**config.mk**
```make
export PLATFORM = sky130hd
export DESIGN_NAME = dgp_gpio_port
export DESIGN_NICKNAME = d
export VERILOG_FILES = /design/src/design/dgp_pkg.sv /design/src/design/dgp_pin_if.sv /design/src/design/dgp_pin_stage.sv /design/src/design/dgp_gpio_port.sv
export SDC_FILE = /design/constraint.sdc
export NUM_CORES = 1
export LEC_CHECK = 0
export ABC_AREA = 1
export BUFFER_PORTS_ARGS = -buffer_cell sky130_fd_sc_hd__buf_2
export CORE_UTILIZATION = 45
export CTS_CLUSTER_DIAMETER = 120
export DETAILED_ROUTE_END_ITERATION = 8
export HOLD_SLACK_MARGIN = 0.05
export PLACE_DENSITY = 0.76
export SETUP_SLACK_MARGIN = 0.3
export SLEW_MARGIN = 10
export SYNTH_ARGS = -nofsm -noshare
export SYNTH_HDL_FRONTEND = slang
export SYNTH_HIERARCHICAL = 1
export SYNTH_SLANG_ARGS = --single-unit
export TNS_END_PERCENT = 5
```
**constraint.sdc**
```tcl
create_clock -name core_clk -period 1.16 [get_ports core_clk]
set_input_delay 0.116 -clock core_clk [delete_from_list [all_inputs] [get_ports core_clk]]
set_output_delay 0.116 -clock core_clk [all_outputs]
set_load 0.05 [all_outputs]
```
**src/design/dgp_pkg.sv**
```systemverilog
package dgp_pkg;
  // Peripheral register word and pin count
  localparam int unsigned DGP_DATA_W  = 16;
  localparam int unsigned DGP_ADDR_W  = 16;
  localparam int unsigned DGP_PINS    = 8;
  // Register addresses (word addresses on the peripheral bus)
  localparam logic [15:0] DGP_DIR_ADDR   = 16'h3400;
  localparam logic [15:0] DGP_LEVEL_ADDR = 16'h3401;
  // Reset values
  localparam logic [7:0]  DGP_DIR_RESET  = 8'h00;
  localparam logic [15:0] DGP_RDATA_IDLE = 16'h0000;
  typedef logic [7:0] dgp_pins_t;
endpackage

```
**src/design/dgp_pin_if.sv**
```systemverilog
`timescale 1ns/10ps
// Pin-side signals shared between the register core and the pin stage
interface dgp_pin_if;
  logic [7:0] pin_direction_bit;
  logic [7:0] pin_out_level;
  logic [7:0] pin_sensed;
  modport core (output pin_direction_bit, output pin_out_level, input pin_sensed);
  modport stage (input pin_direction_bit, input pin_out_level, output pin_sensed);
endinterface

```
**src/design/dgp_pin_stage.sv**
```systemverilog
`timescale 1ns/10ps
// Pin drivers and input synchroniser
module dgp_pin_stage
  import dgp_pkg::*;
(
  // Clock and reset
  input  wire logic                clk,
  input  wire logic                rst_n,
  input  wire logic                ce,
  // Core side
  dgp_pin_if.stage                 pif,
  // Pads
  input  wire logic [7:0]          pad_in,
  output logic      [7:0]          pad_out,
  output logic      [7:0]          pad_oe
);
  logic [7:0] sync1_reg;
  logic [7:0] sync2_reg;

  // Two-stage synchroniser, pads are asynchronous to the core clock
  always_ff @(posedge clk or negedge rst_n) begin
    if (!rst_n) begin
      sync1_reg <= DGP_DIR_RESET;
      sync2_reg <= DGP_DIR_RESET;
    end else if (ce) begin
      sync1_reg <= pad_in;
      sync2_reg <= sync1_reg;
    end
  end

  // Drive only pins set as outputs
  assign pad_oe  = pif.pin_direction_bit;
  assign pad_out = pif.pin_out_level;
  assign pif.pin_sensed = sync2_reg;
endmodule

```
**src/design/dgp_gpio_port.sv**
```systemverilog
`timescale 1ns/10ps
module dgp_gpio_port
  import dgp_pkg::*;
(
  // Clock, enable and reset
  input  wire logic                          core_clk,
  input  wire logic                          core_ce,
  input  wire logic                          rstn,
  // Peripheral bus slave
  input  wire logic [dgp_pkg::DGP_ADDR_W-1:0] pb_addr,
  input  wire logic                          pb_wr,
  input  wire logic                          pb_rd,
  input  wire logic [dgp_pkg::DGP_DATA_W-1:0] pb_wdata,
  output logic      [dgp_pkg::DGP_DATA_W-1:0] pb_rdata,
  output logic                               pb_rvalid,
  // Pins
  input  wire logic [dgp_pkg::DGP_PINS-1:0]   gpio_in,
  output logic      [dgp_pkg::DGP_PINS-1:0]   gpio_out,
  output logic      [dgp_pkg::DGP_PINS-1:0]   gpio_oe
);
  import dgp_pkg::*;

  // Reset release chain
  logic        rst_s1_reg;          // First release stage
  logic        rst_s2_reg;          // Second release stage
  logic        rst_n;               // Released copy used by all core state

  // Register decode
  logic        dir_sel;             // Address points at the direction word
  logic        level_sel;           // Address points at the data word
  logic        dir_wr_en;           // Direction write accepted this cycle
  logic        level_wr_en;         // Data write accepted this cycle
  logic        rd_take;             // Read accepted this cycle

  // Register state
  dgp_pins_t   port_direction_reg;  // One bit per pin, 1 drives the pin
  dgp_pins_t   out_level_reg;       // Level driven on output pins
  dgp_pins_t   wdata_low;           // Meaningful byte of the write word
  dgp_pins_t   level_view;          // Per-pin value seen by a data read

  // Read path
  logic [15:0] rdata_next;          // Word selected by the current address
  logic [15:0] rdata_reg;           // Held answer word
  logic        rvalid_reg;          // Answer flag, one enabled cycle wide

  // Pin-side carrier between core and pin stage
  dgp_pin_if   pif ();

  // Address match shared by read and write paths
  function automatic logic addr_hit(input logic [15:0] a, input logic [15:0] r);
    addr_hit = (a == r);
  endfunction

  // Widen a pin byte to a bus word; upper bits are always zero
  function automatic logic [15:0] to_word(input dgp_pins_t b);
    to_word = {8'h00, b};
  endfunction

  // Pick per pin between latch and sensed level
  function automatic dgp_pins_t pick_view(input dgp_pins_t dir,
                                          input dgp_pins_t latch,
                                          input dgp_pins_t sensed);
    pick_view = (dir & latch) | (~dir & sensed);
  endfunction

  // Reset release synchroniser, assertion stays asynchronous.
  // Release is delayed two edges so no flop leaves reset on a
  // metastable edge; the clock enable is ignored here on purpose,
  // otherwise a frozen core could never leave reset.
  always_ff @(posedge core_clk or negedge rstn) begin
    if (!rstn) begin
      rst_s1_reg <= 1'b0;
      rst_s2_reg <= 1'b0;
    end else begin
      rst_s1_reg <= 1'b1;
      rst_s2_reg <= rst_s1_reg;
    end
  end

  // Only the second stage feeds the core
  assign rst_n = rst_s2_reg;

  // Address decode; one match per register
  always_comb begin
    dir_sel   = 1'b0;
    level_sel = 1'b0;
    if (addr_hit(pb_addr, DGP_DIR_ADDR)) begin
      dir_sel = 1'b1;
    end else if (addr_hit(pb_addr, DGP_LEVEL_ADDR)) begin
      level_sel = 1'b1;
    end
  end

  // Strobe qualification; a low enable drops the request entirely
  assign dir_wr_en   = core_ce & pb_wr & dir_sel;
  assign level_wr_en = core_ce & pb_wr & level_sel;
  assign rd_take     = core_ce & pb_rd;

  // Only the low byte carries pin bits; the upper byte is discarded
  assign wdata_low = pb_wdata[7:0];

  // Direction register; all pins start as inputs so nothing
  // fights the board before software has configured the port
  always_ff @(posedge core_clk or negedge rst_n) begin
    if (!rst_n) begin
      port_direction_reg <= DGP_DIR_RESET;
    end else if (dir_wr_en) begin
      port_direction_reg <= wdata_low;
    end
  end

  // Output latch; written for every pin so a later turn-around
  // drives the last written level instead of a stale one
  always_ff @(posedge core_clk or negedge rst_n) begin
    if (!rst_n) begin
      out_level_reg <= DGP_DIR_RESET;
    end else if (level_wr_en) begin
      out_level_reg <= wdata_low;
    end
  end

  // Read view: inputs show the pin, outputs show the latch.
  // Output pins read the latch, not the pad, so a shorted pin
  // does not change what software believes it wrote.
  always_comb begin
    level_view = pick_view(port_direction_reg, out_level_reg, pif.pin_sensed);
  end

  // Read mux; upper byte and unmapped addresses return zero
  always_comb begin
    rdata_next = DGP_RDATA_IDLE;
    if (dir_sel) begin
      rdata_next = to_word(port_direction_reg);
    end else if (level_sel) begin
      rdata_next = to_word(level_view);
    end
  end

  // Answer flag, one cycle after the strobe for CPU or DMA alike
  always_ff @(posedge core_clk or negedge rst_n) begin
    if (!rst_n) begin
      rvalid_reg <= 1'b0;
    end else if (core_ce) begin
      rvalid_reg <= rd_take;
    end
  end

  // Answer word; held until the next read so a slow master
  // may still pick it up after the flag has dropped
  always_ff @(posedge core_clk or negedge rst_n) begin
    if (!rst_n) begin
      rdata_reg <= DGP_RDATA_IDLE;
    end else if (rd_take) begin
      rdata_reg <= rdata_next;
    end
  end

  // Bus outputs straight from flops
  assign pb_rdata  = rdata_reg;
  assign pb_rvalid = rvalid_reg;

  // Register state handed to the pin stage
  assign pif.pin_direction_bit = port_direction_reg;
  assign pif.pin_out_level     = out_level_reg;

  // Pin stage: pad drivers and the two-flop input synchroniser.
  // Sensed levels lag the pads by two enabled cycles; software
  // polling faster than that sees the previous level.
  dgp_pin_stage u_stage (
    .clk     (core_clk),
    .rst_n   (rst_n),
    .ce      (core_ce),
    .pif     (pif),
    .pad_in  (gpio_in),
    .pad_out (gpio_out),
    .pad_oe  (gpio_oe)
  );
endmodule

```
* Yosys cells after proc, flatten, opt, wreduce, memory -nomap -nowiden
Cells that the tools add are included.
** Storage, ports and cells
- Word-level logic and storage cells :: 23
- Input bits :: 45
- Register bits after elaboration :: 51
- Output and inout bits :: 33
** Operators by class
- Eq/ne operators :: 2
- Multiplexer cells :: 5
- Bitwise gates (word level) :: 8
** Operators with widths (count)
- equality test 16 x 14 -> 1 bit (second input constant) :: 2
- bitwise AND 8 bit :: 2
- 2-to-1 mux 8 bit :: 2
- NOT 8 bit :: 1
- OR 8 bit :: 1
- bitwise AND 1 bit :: 4
- 2-to-1 mux 1 bit :: 3

* Depth between registers and ports, before layout
Gate-level depths: netlist (run 1).
- Word-level depth :: 5
- Mapped depth :: 9
- Depth with buffers taken out :: 8

* Hierarchy
The synthesis (run 1) kept the hierarchy.
** By module, submodules not included
- dgp_gpio_port :: sequential area each 675.6 um2, cells an instance 188, area an instance 1507.7 um2, times used 1
- dgp_pin_stage :: sequential area each 400.4 um2, cells an instance 84, area an instance 760.7 um2, times used 1

* Worst setup path before layout (run 1)
No wires, ideal clock.
- Path kind :: input to register
- Start point :: in pb_addr[7] (netlist name)
- End point :: reg out_level_reg[0]
- Arrival time :: 0.951 ns
- Cell stages on the path :: 7
- Required time :: 1.043 ns
- Setup slack :: 0.092 ns
- Setup time :: 0.117 ns
- Cells stage by stage :: nor2_1 > nand2_2 > nor2_4 > nand3b_4 > buf_6 > nand2_2 > o21ai_2
** Between the ends
- Word-level cells in the longest chain between the ends :: 4
** Ends and longest elaborated chain
- start: declaration :: line dgp_gpio_port.sv:10 : input wire logic [dgp_pkg::DGP_ADDR_W-1:0] pb_addr,
- equality test 16 x 14 -> 1 bit :: line dgp_gpio_port.sv:51 : addr_hit = (a == r);
- 2-to-1 mux 1 bit :: line dgp_gpio_port.sv:89 : end else if (addr_hit(pb_addr, DGP_LEVEL_ADDR)) begin
- 2-to-1 mux 1 bit * :: line dgp_gpio_port.sv:87 : if (addr_hit(pb_addr, DGP_DIR_ADDR)) begin
- bitwise AND 1 bit * :: line dgp_gpio_port.sv:96 : assign level_wr_en = core_ce & pb_wr & level_sel;
- end signal: assignment :: line dgp_gpio_port.sv:118 : out_level_reg <= wdata_low;
- end: declaration :: line dgp_gpio_port.sv:37 : dgp_pins_t out_level_reg;
Every way passes the cells marked *; elsewhere a longest branch is shown, timed or not.
A chain may end at the register's enable or synchronous reset.

* Worst setup path in the final report (run 1)
- Start point :: reg port_direction_reg[6], in the netlist pif.pin_direction_bit[6]
- End point :: out gpio_oe[6] (netlist name)
** RTL lines
- start: declaration :: line dgp_gpio_port.sv:36 : dgp_pins_t port_direction_reg;
- start signal: assignment :: line dgp_gpio_port.sv:108 : port_direction_reg <= wdata_low;
- end: declaration :: line dgp_gpio_port.sv:19 : output logic [dgp_pkg::DGP_PINS-1:0] gpio_oe
No word-level cell between the ends.

==> results of run 1 <==
## cell usage after synthesis
cell / n
buf_4: 25
buf_6: 3
buf_8: 1
clkbuf_8: 1
conb_1: 2
dfrtp_1: 43
inv_1: 21
inv_8: 1
nand2_1: 116
nand2_2: 11
nand2_4: 1
nand3_1: 16
nand3b_4: 1
nor2_1: 8
nor2_4: 1
nor2_8: 3
o21ai_0: 3
o21ai_1: 5
o21ai_2: 10
## layout by cell type, fill, tap and decap left out
cell type | netlist | layout
nand3_2 | 0 | 1
clkbuf_4 | 0 | 2
buf_6 | 3 | 6
buf_4 | 25 | 29
nand2_4 | 1 | 1
dfrtp_2 | 0 | 2
inv_2 | 0 | 1
buf_12 | 0 | 1
conb_1 | 2 | 9
nor2_8 | 3 | 3
nand3_1 | 16 | 15
bufinv_16 | 0 | 2
dlygate4sd3_1 | 0 | 13
inv_1 | 21 | 20
o21ai_0 | 3 | 2
nor2_1 | 8 | 8
dfrtp_1 | 43 | 41
inv_8 | 1 | 1
clkinvlp_4 | 0 | 1
buf_2 | 0 | 37
clkbuf_8 | 1 | 5
nand2_1 | 116 | 114
o21ai_2 | 10 | 11
nand2_2 | 11 | 13
nor2_4 | 1 | 1
nand3b_4 | 1 | 1
o21ai_1 | 5 | 5
## power by group through the flow
stage | clock network [W] | registers (W) | logic (W)
floorplan | 0 | 0.00165 | 0.000200
global placement | 0 | 0.00164 | 0.000294
detailed placement | 0 | 0.00164 | 0.000299
CTS | 0.00142 | 0.00161 | 0.000333
global route | 0.00148 | 0.00162 | 0.000373
finish | 0.00138 | 0.00161 | 0.000333
## how the worst min path moves through the flow
| stage | start | to | slack [ns] |
|---|---|---|---|
| 2_1_floorplan | rstn | rst_n | -0.18 |
| 3_3_place_gp | rstn | rst_s1_reg | -0.1 |
| 4_1_cts | pb_wdata[3] | pif.pin_direction_bit[3] | 0.05 |
| 5_1_grt | pb_wdata[2] | out_level_reg[2] | 0.05 |
| 3_5_place_dp | rstn | rst_s1_reg | -0.1 |
| 6_report | pb_wdata[0] | pif.pin_direction_bit[0] | 0.06 |
## kinds of logic (layout without fill, tap and decap cells)
logic type	Yosys count	count (layout)	synth area share, %
DFF	43	43	47.4
and+or+nand+nor	157	157	31.6
other	2	9	0.331
buffers and inverters	52	118	15.0
AOI/OAI and AO/OA	18	18	5.63
## cell type report
type,instances,area [µm²],area share [%]
clock inverters,3,67.6,2.32
multi-input cells,184,892,30.6
well taps,67,83.8,2.87
flip-flops and latches,43,1080,37.0
inverters,22,90.1,3.09
repair buffers,88,636,21.8
clock buffers,5,68.8,2.36
## stage by stage
stage	TNS, ns	hold slack (ns)
6_report	0	0.0570
4_1_cts	0	0.0522
5_1_grt	0	0.0529
3_5_place_dp	-0.519	-0.0973
3_3_place_gp	-0.205	-0.0964
2_1_floorplan	0	-0.180
## routing by layer
metal  up-vias  GRT usage (%)
met5         -              0
met4         0           6.75
met3         5           5.39
met2        57           32.2
met1       814           22.5
li1        940              -
## what timing repair did
action / in CTS / in global routing
endpoints found under the hold margin: 14 / 0
hold buffers: 13 / 0
gates resized for setup: 27 / 10
cloned: 0 / 0
endpoints found under the setup margin: 44 / 49
pin swaps: 0 / 5
setup buffers: 6 / 0
==> impl_metrics.json, run 1 <==
{
  "clk_pin_slew_ns": 0.08,
  "initial_core_util_pct": 47.4,
  "routedWlPerCell_um": 10.7,
  "wl_met1_um": 1850,
  "worst-path-buf-inv": 1,
  "ys_seq_elements": 43,
  "required_ns": 1.04,
  "critPathCapture": "gpio_oe[6]",
  "nets": 389,
  "p_comb_share_pct": 10.0,
  "critPathLaunch": "pif.pin_direction_bit[6]",
  "syn-cell-area_mm2": 0.00227,
  "grt.total_usage_pct": 18.8,
  "clk_path_buf_depth": 2,
  "io_buffers": 61,
  "avgViaCountPerCell": 4.41,
  "ys_types": 19,
  "yosys.area.top_type": "dfrtp_1",
  "maxCapViolations": 0,
  "dr.pass1.iters": 4,
  "ir_worst_vdd_mv": 0.922,
  "top_layer_used": "met4",
  "p_total_w": 0.00333,
  "r2r-start": "pif.pin_direction_bit[3]",
  "gp_congestion": 0.818,
  "grt_pass1_wl_um": 7510,
  "synth_area_per_cell_um2": 8.34,
  "p_int_w": 0.00255,
  "synth_warnings": 6,
  "cts_tree": "done",
  "fin_crit_ns": 1.03,
  "final-hold-violation-count": 0,
  "drt-initial-drc-count": 72,
  "numCtsBuffers": 5,
  "rr_worst_depth": 7,
  "dp.final_hpwl_um": 3200,
  "clock_latency_ns": 0.30,
  "start_kind": "flop",
  "grt_pass1_vias": 1707,
  "ys_seq_area_share_pct": 47.4,
  "ios": 78,
  "routed_wl_um": 4400,
  "instances_no_fill": 412,
  "wl_met2_um": 2240,
  "period_share_pct": 88.4,
  "antenna_found_initial": 0,
  "vias": 1816,
  "worstPathCellList": "buf_4",
  "dp_slack_ns": -0.0575,
  "die_h_um": 73,
  "rows": 25,
  "power_density_mw_per_mm2": 1140,
  "p_switching_w": 0.000776,
  "fp.dieW_um": 73,
  "postPlaceCellArea_mm2": 0.00251,
  "gr-total-overflow": 0,
  "setup_viol": 0,
  "cts.sink_count": 43,
  "clkPwrFrac_pct": 41.6,
  "reg2reg_slack_ns": 0.15,
  "path_max_fanout": 4,
  "skew_ns": 0.00386,
  "cts_root_buf": "clkbuf_8",
  "coreArea_mm2": 0.00479,
  "die_area_mm2": 0.00533,
  "diodes": 0,
  "cpPeakStageDelay_ns": 0.41,
  "clock.fmax_ghz": 0.975,
  "drc": 0,
  "r2r_end": "pb_rdata[3]",
  "p_leak_nw": 1.72,
  "cp-end-kind": "primary output",
  "swShare_pct": 23.3,
  "rsz0062_at_grt": "true",
  "hold_path_class": "input pin to flop",
  "synth.area.top_cells": "dfrtp_1 47%, nand2_1 19%, buf_4 8.3%",
  "worstHoldPathCells": 3,
  "placed_cells": 385,
  "dr_wl_met3_um": 265,
  "status": "finished clean",
  "power_frac_seq_pct": 48.4,
  "worst_ep_arrival_time_ns": 0.91,
  "ant_nets": 0,
  "final_cell_area_mm2": 0.00292,
  "areaGrowthSynthToFinish_pct": 28.6,
  "crit_type": "flop to primary output",
  "synth_top_area_share_pct": 47.4,
  "drive_gt1_share_pct": 34.2,
  "crit_cells": 1,
  "setup_ws_ns": 0.135,
  "syn-instance-count": 272,
  "crit_family": "flip-flops",
  "cp_slowest_cell": "dfrtp_1",
  "fillers": 439,
  "finish.utilization_pct": 60.9,
  "slew_viol_final": 0,
  "grt_max_degree": 28,
  "htreeDepth": 2
}
No activity file was read; power rests on OpenSTA's default activity.
==> inputs of run 2 (changes only) <==
==> constraint.sdc (replaced) <==
create_clock -name core_clk -period 0.9 [get_ports core_clk]
set_input_delay 0.09 -clock core_clk [delete_from_list [all_inputs] [get_ports core_clk]]
set_output_delay 0.09 -clock core_clk [all_outputs]
set_load 0.05 [all_outputs]
==> impl_metrics.json, run 2 (same netlist as run 1, synthesis figures left out) <==
{
  "layout_common_cells": "105 x nand2_1, 39 x dfrtp_1, 34 x buf_6",
  "slew_viol_final": 0,
  "hold_end": "u_stage/sync1_reg[6]",
  "worst-path-buf-inv": 1,
  "holdBufCountCts": 1,
  "postPlaceCellArea_mm2": 0.00256,
  "numCtsBuffers": 5,
  "rr_worst_depth": 7,
  "path_max_fanout": 5,
  "power_density_mw_per_mm2": 1300,
  "grt_pass1_vias": 1775,
  "nets": 377,
  "htreeDepth": 2,
  "routedWlPerCell_um": 12.0,
  "antenna_found_initial": 0,
  "ant_nets": 0,
  "cts.sink_count": 43,
  "die_area_mm2": 0.00533,
  "crit_type": "flop to primary output",
  "skew_ns": 0.00818,
  "rows": 25,
  "finish.utilization_pct": 62.5,
  "grt_pass1_wl_um": 7620,
  "worst_ep_arrival_time_ns": 0.92,
  "maxCapViolations": 0,
  "vias": 1806,
  "dr.pass1.iters": 5,
  "start_kind": "flop",
  "p_total_w": 0.00390,
  "final_cell_area_mm2": 0.00299,
  "hold_path_class": "input pin to flop",
  "cp-end-kind": "primary output",
  "crit_family": "flip-flops",
  "setup_viol": 33,
  "min_from": "gpio_in[6]",
  "diodes": 0,
  "grt.total_usage_pct": 19.1,
  "initial_core_util_pct": 47.4,
  "swShare_pct": 25.8,
  "gp_congestion": 0.797,
  "p_switching_w": 0.00101,
  "die_h_um": 73,
  "hold_ws_ns": -0.0129,
  "routed_wl_um": 4810,
  "fp.dieW_um": 73,
  "final_common_cell": "nand2_1",
  "clk_path_buf_depth": 2,
  "p_comb_share_pct": 12.2,
  "clk_pin_slew_ns": 0.08,
  "period_share_pct": 112,
  "ios": 78,
  "dp_slack_ns": -0.275,
  "final-hold-violation-count": 6,
  "coreArea_mm2": 0.00479,
  "cpPeakStageDelay_ns": 0.44,
  "cts_tree": "done",
  "worstPathCellList": "buf_6",
  "violations": "negative hold slack, negative setup slack",
  "status": "finished, violations left",
  "io_buffers": 61,
  "gr-total-overflow": 0,
  "r2r_end": "pb_rdata[0]",
  "drive_gt1_share_pct": 41.7,
  "drc": 0,
  "rsz0062_at_grt": "true",
  "drt-initial-drc-count": 118,
  "clock.fmax_ghz": 0.992,
  "areaGrowthSynthToFinish_pct": 31.8,
  "fin_crit_ns": 1.01,
  "cts_root_buf": "clkbuf_8",
  "power_frac_seq_pct": 53.3,
  "grt_max_degree": 20,
  "r2r-start": "pif.pin_direction_bit[0]",
  "p_leak_nw": 1.73,
  "setup_ws_ns": -0.108,
  "clkPwrFrac_pct": 34.5,
  "dp.final_hpwl_um": 3400,
  "reg2reg_slack_ns": -0.06,
  "required_ns": 0.81,
  "cp_slowest_cell": "dfrtp_1",
  "worstHoldPathCells": 3,
  "ir_worst_vdd_mv": 0.912,
  "avgViaCountPerCell": 4.52,
  "p_int_w": 0.00289,
  "clock_latency_ns": 0.30
}
[run 2: changes by cell type in the layout (fill, tap and decap cells not counted), sizes merged]
cell | previous run | this run
buf | 73 | 75
dlygate4sd3 | 13 | 1
bufinv | 2 | 0
[run 2: how the worst max path moves through the flow]
stage | endpoint | slack, ns | start | cells past startpoint
floorplan | pif.pin_direction_bit[0] | -0.09 | pb_addr[10] | 8
global placement | out_level_reg[5] | -0.24 | pb_addr[15] | 7
detailed placement | out_level_reg[4] | -0.28 | pb_addr[11] | 7
CTS | gpio_oe[6] | -0.11 | pif.pin_direction_bit[6] | 1
global route | pb_rdata[3] | -0.16 | pif.pin_direction_bit[3] | 7
finish | gpio_oe[7] | -0.11 | pif.pin_direction_bit[7] | 1
[run 2: metal layers]
layer	vias to the layer above	routed length, µm	global-route usage (%)
met1	828	1900	22.5
met2	53	2630	34.5
met3	4	241	4.01
li1	921	-	-
met4	0	32	6.54
met5	-	0	0
[run 2: layout make-up]
cell class / count / area (µm²)
timing repair buffer: 76 / 663
multi-input combinational: 184 / 966
clock inverter: 1 / 7.51
clock buffer: 7 / 96.3
sequential: 43 / 1080
tap: 67 / 83.8
inverter: 22 / 90.1
fill: 426 / 1800
[run 2: what timing repair did]
action                                  in CTS  in global routing
endpoints found under the setup margin      59                 65
setup buffers                                4                  0
resized for setup                           70                 22
hold endpoints to repair                    23                 16
pin swaps                                   36                 43
[run 2: power by group through the flow]
stage | clock network [W] | registers (W) | logic [W]
CTS | 0.00139 | 0.00208 | 0.000454
detailed placement | 0 | 0.00211 | 0.000408
floorplan | 0 | 0.00213 | 0.000263
global placement | 0 | 0.00211 | 0.000398
global route | 0.00145 | 0.00209 | 0.000516
finish | 0.00135 | 0.00208 | 0.000475
[run 2: metrics by stage]
step	cells	TNS, ns
2_1_floorplan	279	-1.33
3_3_place_gp	387	-4.68
3_5_place_dp	387	-5.50
4_1_cts	400	-2.49
5_1_grt	400	-3.53
6_report	400	-2.00
==> inputs of run 3 (changes only) <==
--- a/config.mk
+++ b/config.mk
@@ -6,7 +6,7 @@
 export NUM_CORES = 1
 export LEC_CHECK = 0
 export ABC_AREA = 1
-export BUFFER_PORTS_ARGS = -buffer_cell sky130_fd_sc_hd__buf_2
+export BUFFER_PORTS_ARGS = -buffer_cell sky130_fd_sc_hd__buf_4
 export CORE_UTILIZATION = 45
 export CTS_CLUSTER_DIAMETER = 120
 export DETAILED_ROUTE_END_ITERATION = 8
==> impl_metrics.json, run 3 (same netlist as run 1, synthesis figures left out) <==
{
  "vias": 1834,
  "die_h_um": 73,
  "r2r_end": "pb_rdata[0]",
  "die_area_mm2": 0.00533,
  "setup_viol": 32,
  "initial_core_util_pct": 47.4,
  "required_ns": 0.81,
  "p_leak_nw": 1.82,
  "avgViaCountPerCell": 4.45,
  "reg2reg_slack_ns": -0.14,
  "fin_crit_ns": 1.08,
  "fp.dieW_um": 73,
  "antenna_found_initial": 0,
  "final_common_cell": "nand2_1",
  "gp_congestion": 0.797,
  "violations": "negative hold slack, negative setup slack",
  "dp_slack_ns": -0.280,
  "nets": 389,
  "dr.pass1.iters": 4,
  "grt_pass1_wl_um": 7770,
  "clock_latency_ns": 0.30,
  "path_max_fanout": 2,
  "status": "finished, violations left",
  "areaGrowthSynthToFinish_pct": 39.3,
  "layout_common_cells": "112 x nand2_1, 48 x buf_4, 41 x dfrtp_1",
  "drt-initial-drc-count": 44,
  "crit_type": "flop to primary output",
  "cts_tree": "done",
  "holdBufCountCts": 1,
  "rsz0062_at_grt": "true",
  "cp_slowest_cell": "dfrtp_1",
  "worstHoldPathCells": 3,
  "cts_root_buf": "clkbuf_8",
  "worstPathCellList": "buf_6 -> buf_8",
  "ant_nets": 0,
  "clk_path_buf_depth": 2,
  "finish.utilization_pct": 66.0,
  "rows": 25,
  "diodes": 0,
  "cts.sink_count": 43,
  "clk_pin_slew_ns": 0.08,
  "final_cell_area_mm2": 0.00316,
  "final-hold-violation-count": 8,
  "ios": 78,
  "cp-end-kind": "primary output",
  "crit_family": "flip-flops",
  "cpPeakStageDelay_ns": 0.42,
  "numCtsBuffers": 5,
  "hold_path_class": "input pin to flop",
  "min_from": "gpio_in[1]",
  "setup_ws_ns": -0.175,
  "gr-total-overflow": 0,
  "drive_gt1_share_pct": 40.3,
  "hold_ws_ns": -0.0146,
  "hold_end": "u_stage/sync1_reg[1]",
  "slew_viol_final": 0,
  "dp.final_hpwl_um": 3430,
  "routed_wl_um": 4800,
  "start_kind": "flop",
  "maxCapViolations": 0,
  "drc": 0,
  "coreArea_mm2": 0.00479,
  "skew_ns": 0.0120,
  "grt_max_degree": 20,
  "ir_worst_vdd_mv": 1.17,
  "p_total_w": 0.00402,
  "r2r-start": "pif.pin_direction_bit[0]",
  "power_density_mw_per_mm2": 1270,
  "htreeDepth": 2,
  "io_buffers": 61,
  "worst-path-buf-inv": 2,
  "grt_pass1_vias": 1749,
  "period_share_pct": 119,
  "worst_ep_arrival_time_ns": 0.99,
  "routedWlPerCell_um": 11.6,
  "instances_no_fill": 412,
  "postPlaceCellArea_mm2": 0.00279,
  "clock.fmax_ghz": 0.930,
  "rr_worst_depth": 8,
  "grt.total_usage_pct": 19.4,
  "placed_cells": 398
}
-- run 3: cell count changes in the layout (fill, tap and decap cells not counted), moves of 3 or more --
cell     delta
nand2_1     +7
buf_2      -28
buf_4      +38
nand2_2     -7
buf_8       +3
-- run 3: per-layer routing --
layer  vias to the layer above  routed length (µm)  GRT usage, %
met3                         7                 221          4.28
met2                        51                2470          34.4
li1                        946                   -             -
met1                       830                2050          23.3
met5                         -                   0             0
met4                         0                  61          6.10
-- run 3: repair_timing --
action,in CTS,in global routing
resized for setup,54,11
endpoints found under the setup margin,58,66
buffers inserted,5,0
pin swaps,35,43
endpoints found under the hold margin,19,14
-- run 3: power by group --
part           total [W]  internal [W]  switching (W)
sequential       0.00208       0.00201      0.0000634
combinational   0.000494      0.000207       0.000287
clock            0.00145      0.000830       0.000624
total            0.00402       0.00305       0.000974
-- run 3: layout make-up --
type	count	area (µm²)
fillers	423	1630
flip-flops and latches	43	1080
multi-input cells	184	951
repair buffers	88	842
inverters	22	95.1
well taps	67	83.8
clock buffers	7	76.3
clock inverters	1	30.0
-- run 3: per-stage QoR --
step           TNS (ns)  hold slack (ns)
2_1_floorplan     -1.33           -0.206
3_3_place_gp      -5.09           -0.126
4_1_cts           -3.06          -0.0147
5_1_grt           -4.29          -0.0124
6_report          -2.91          -0.0146
3_5_place_dp      -5.94           -0.125
-- run 3: tightest hold or removal path: stages --
cell and delay, ns:
buf_4 0.07, nand2_1 0.04, nand2_1 0.04
-- run 3: worst max-delay path by stage --
stage                                to                      from  depth (start not counted)  slack [ns]
6_report                     gpio_oe[0]  pif.pin_direction_bit[0]                          2       -0.18
5_1_grt                      gpio_oe[0]  pif.pin_direction_bit[0]                          2       -0.20
4_1_cts                      gpio_oe[0]  pif.pin_direction_bit[0]                          2       -0.16
3_5_place_dp           out_level_reg[5]                pb_addr[9]                          7       -0.28
3_3_place_gp           out_level_reg[5]               pb_addr[15]                          7       -0.26
2_1_floorplan  pif.pin_direction_bit[0]               pb_addr[10]                          8       -0.09
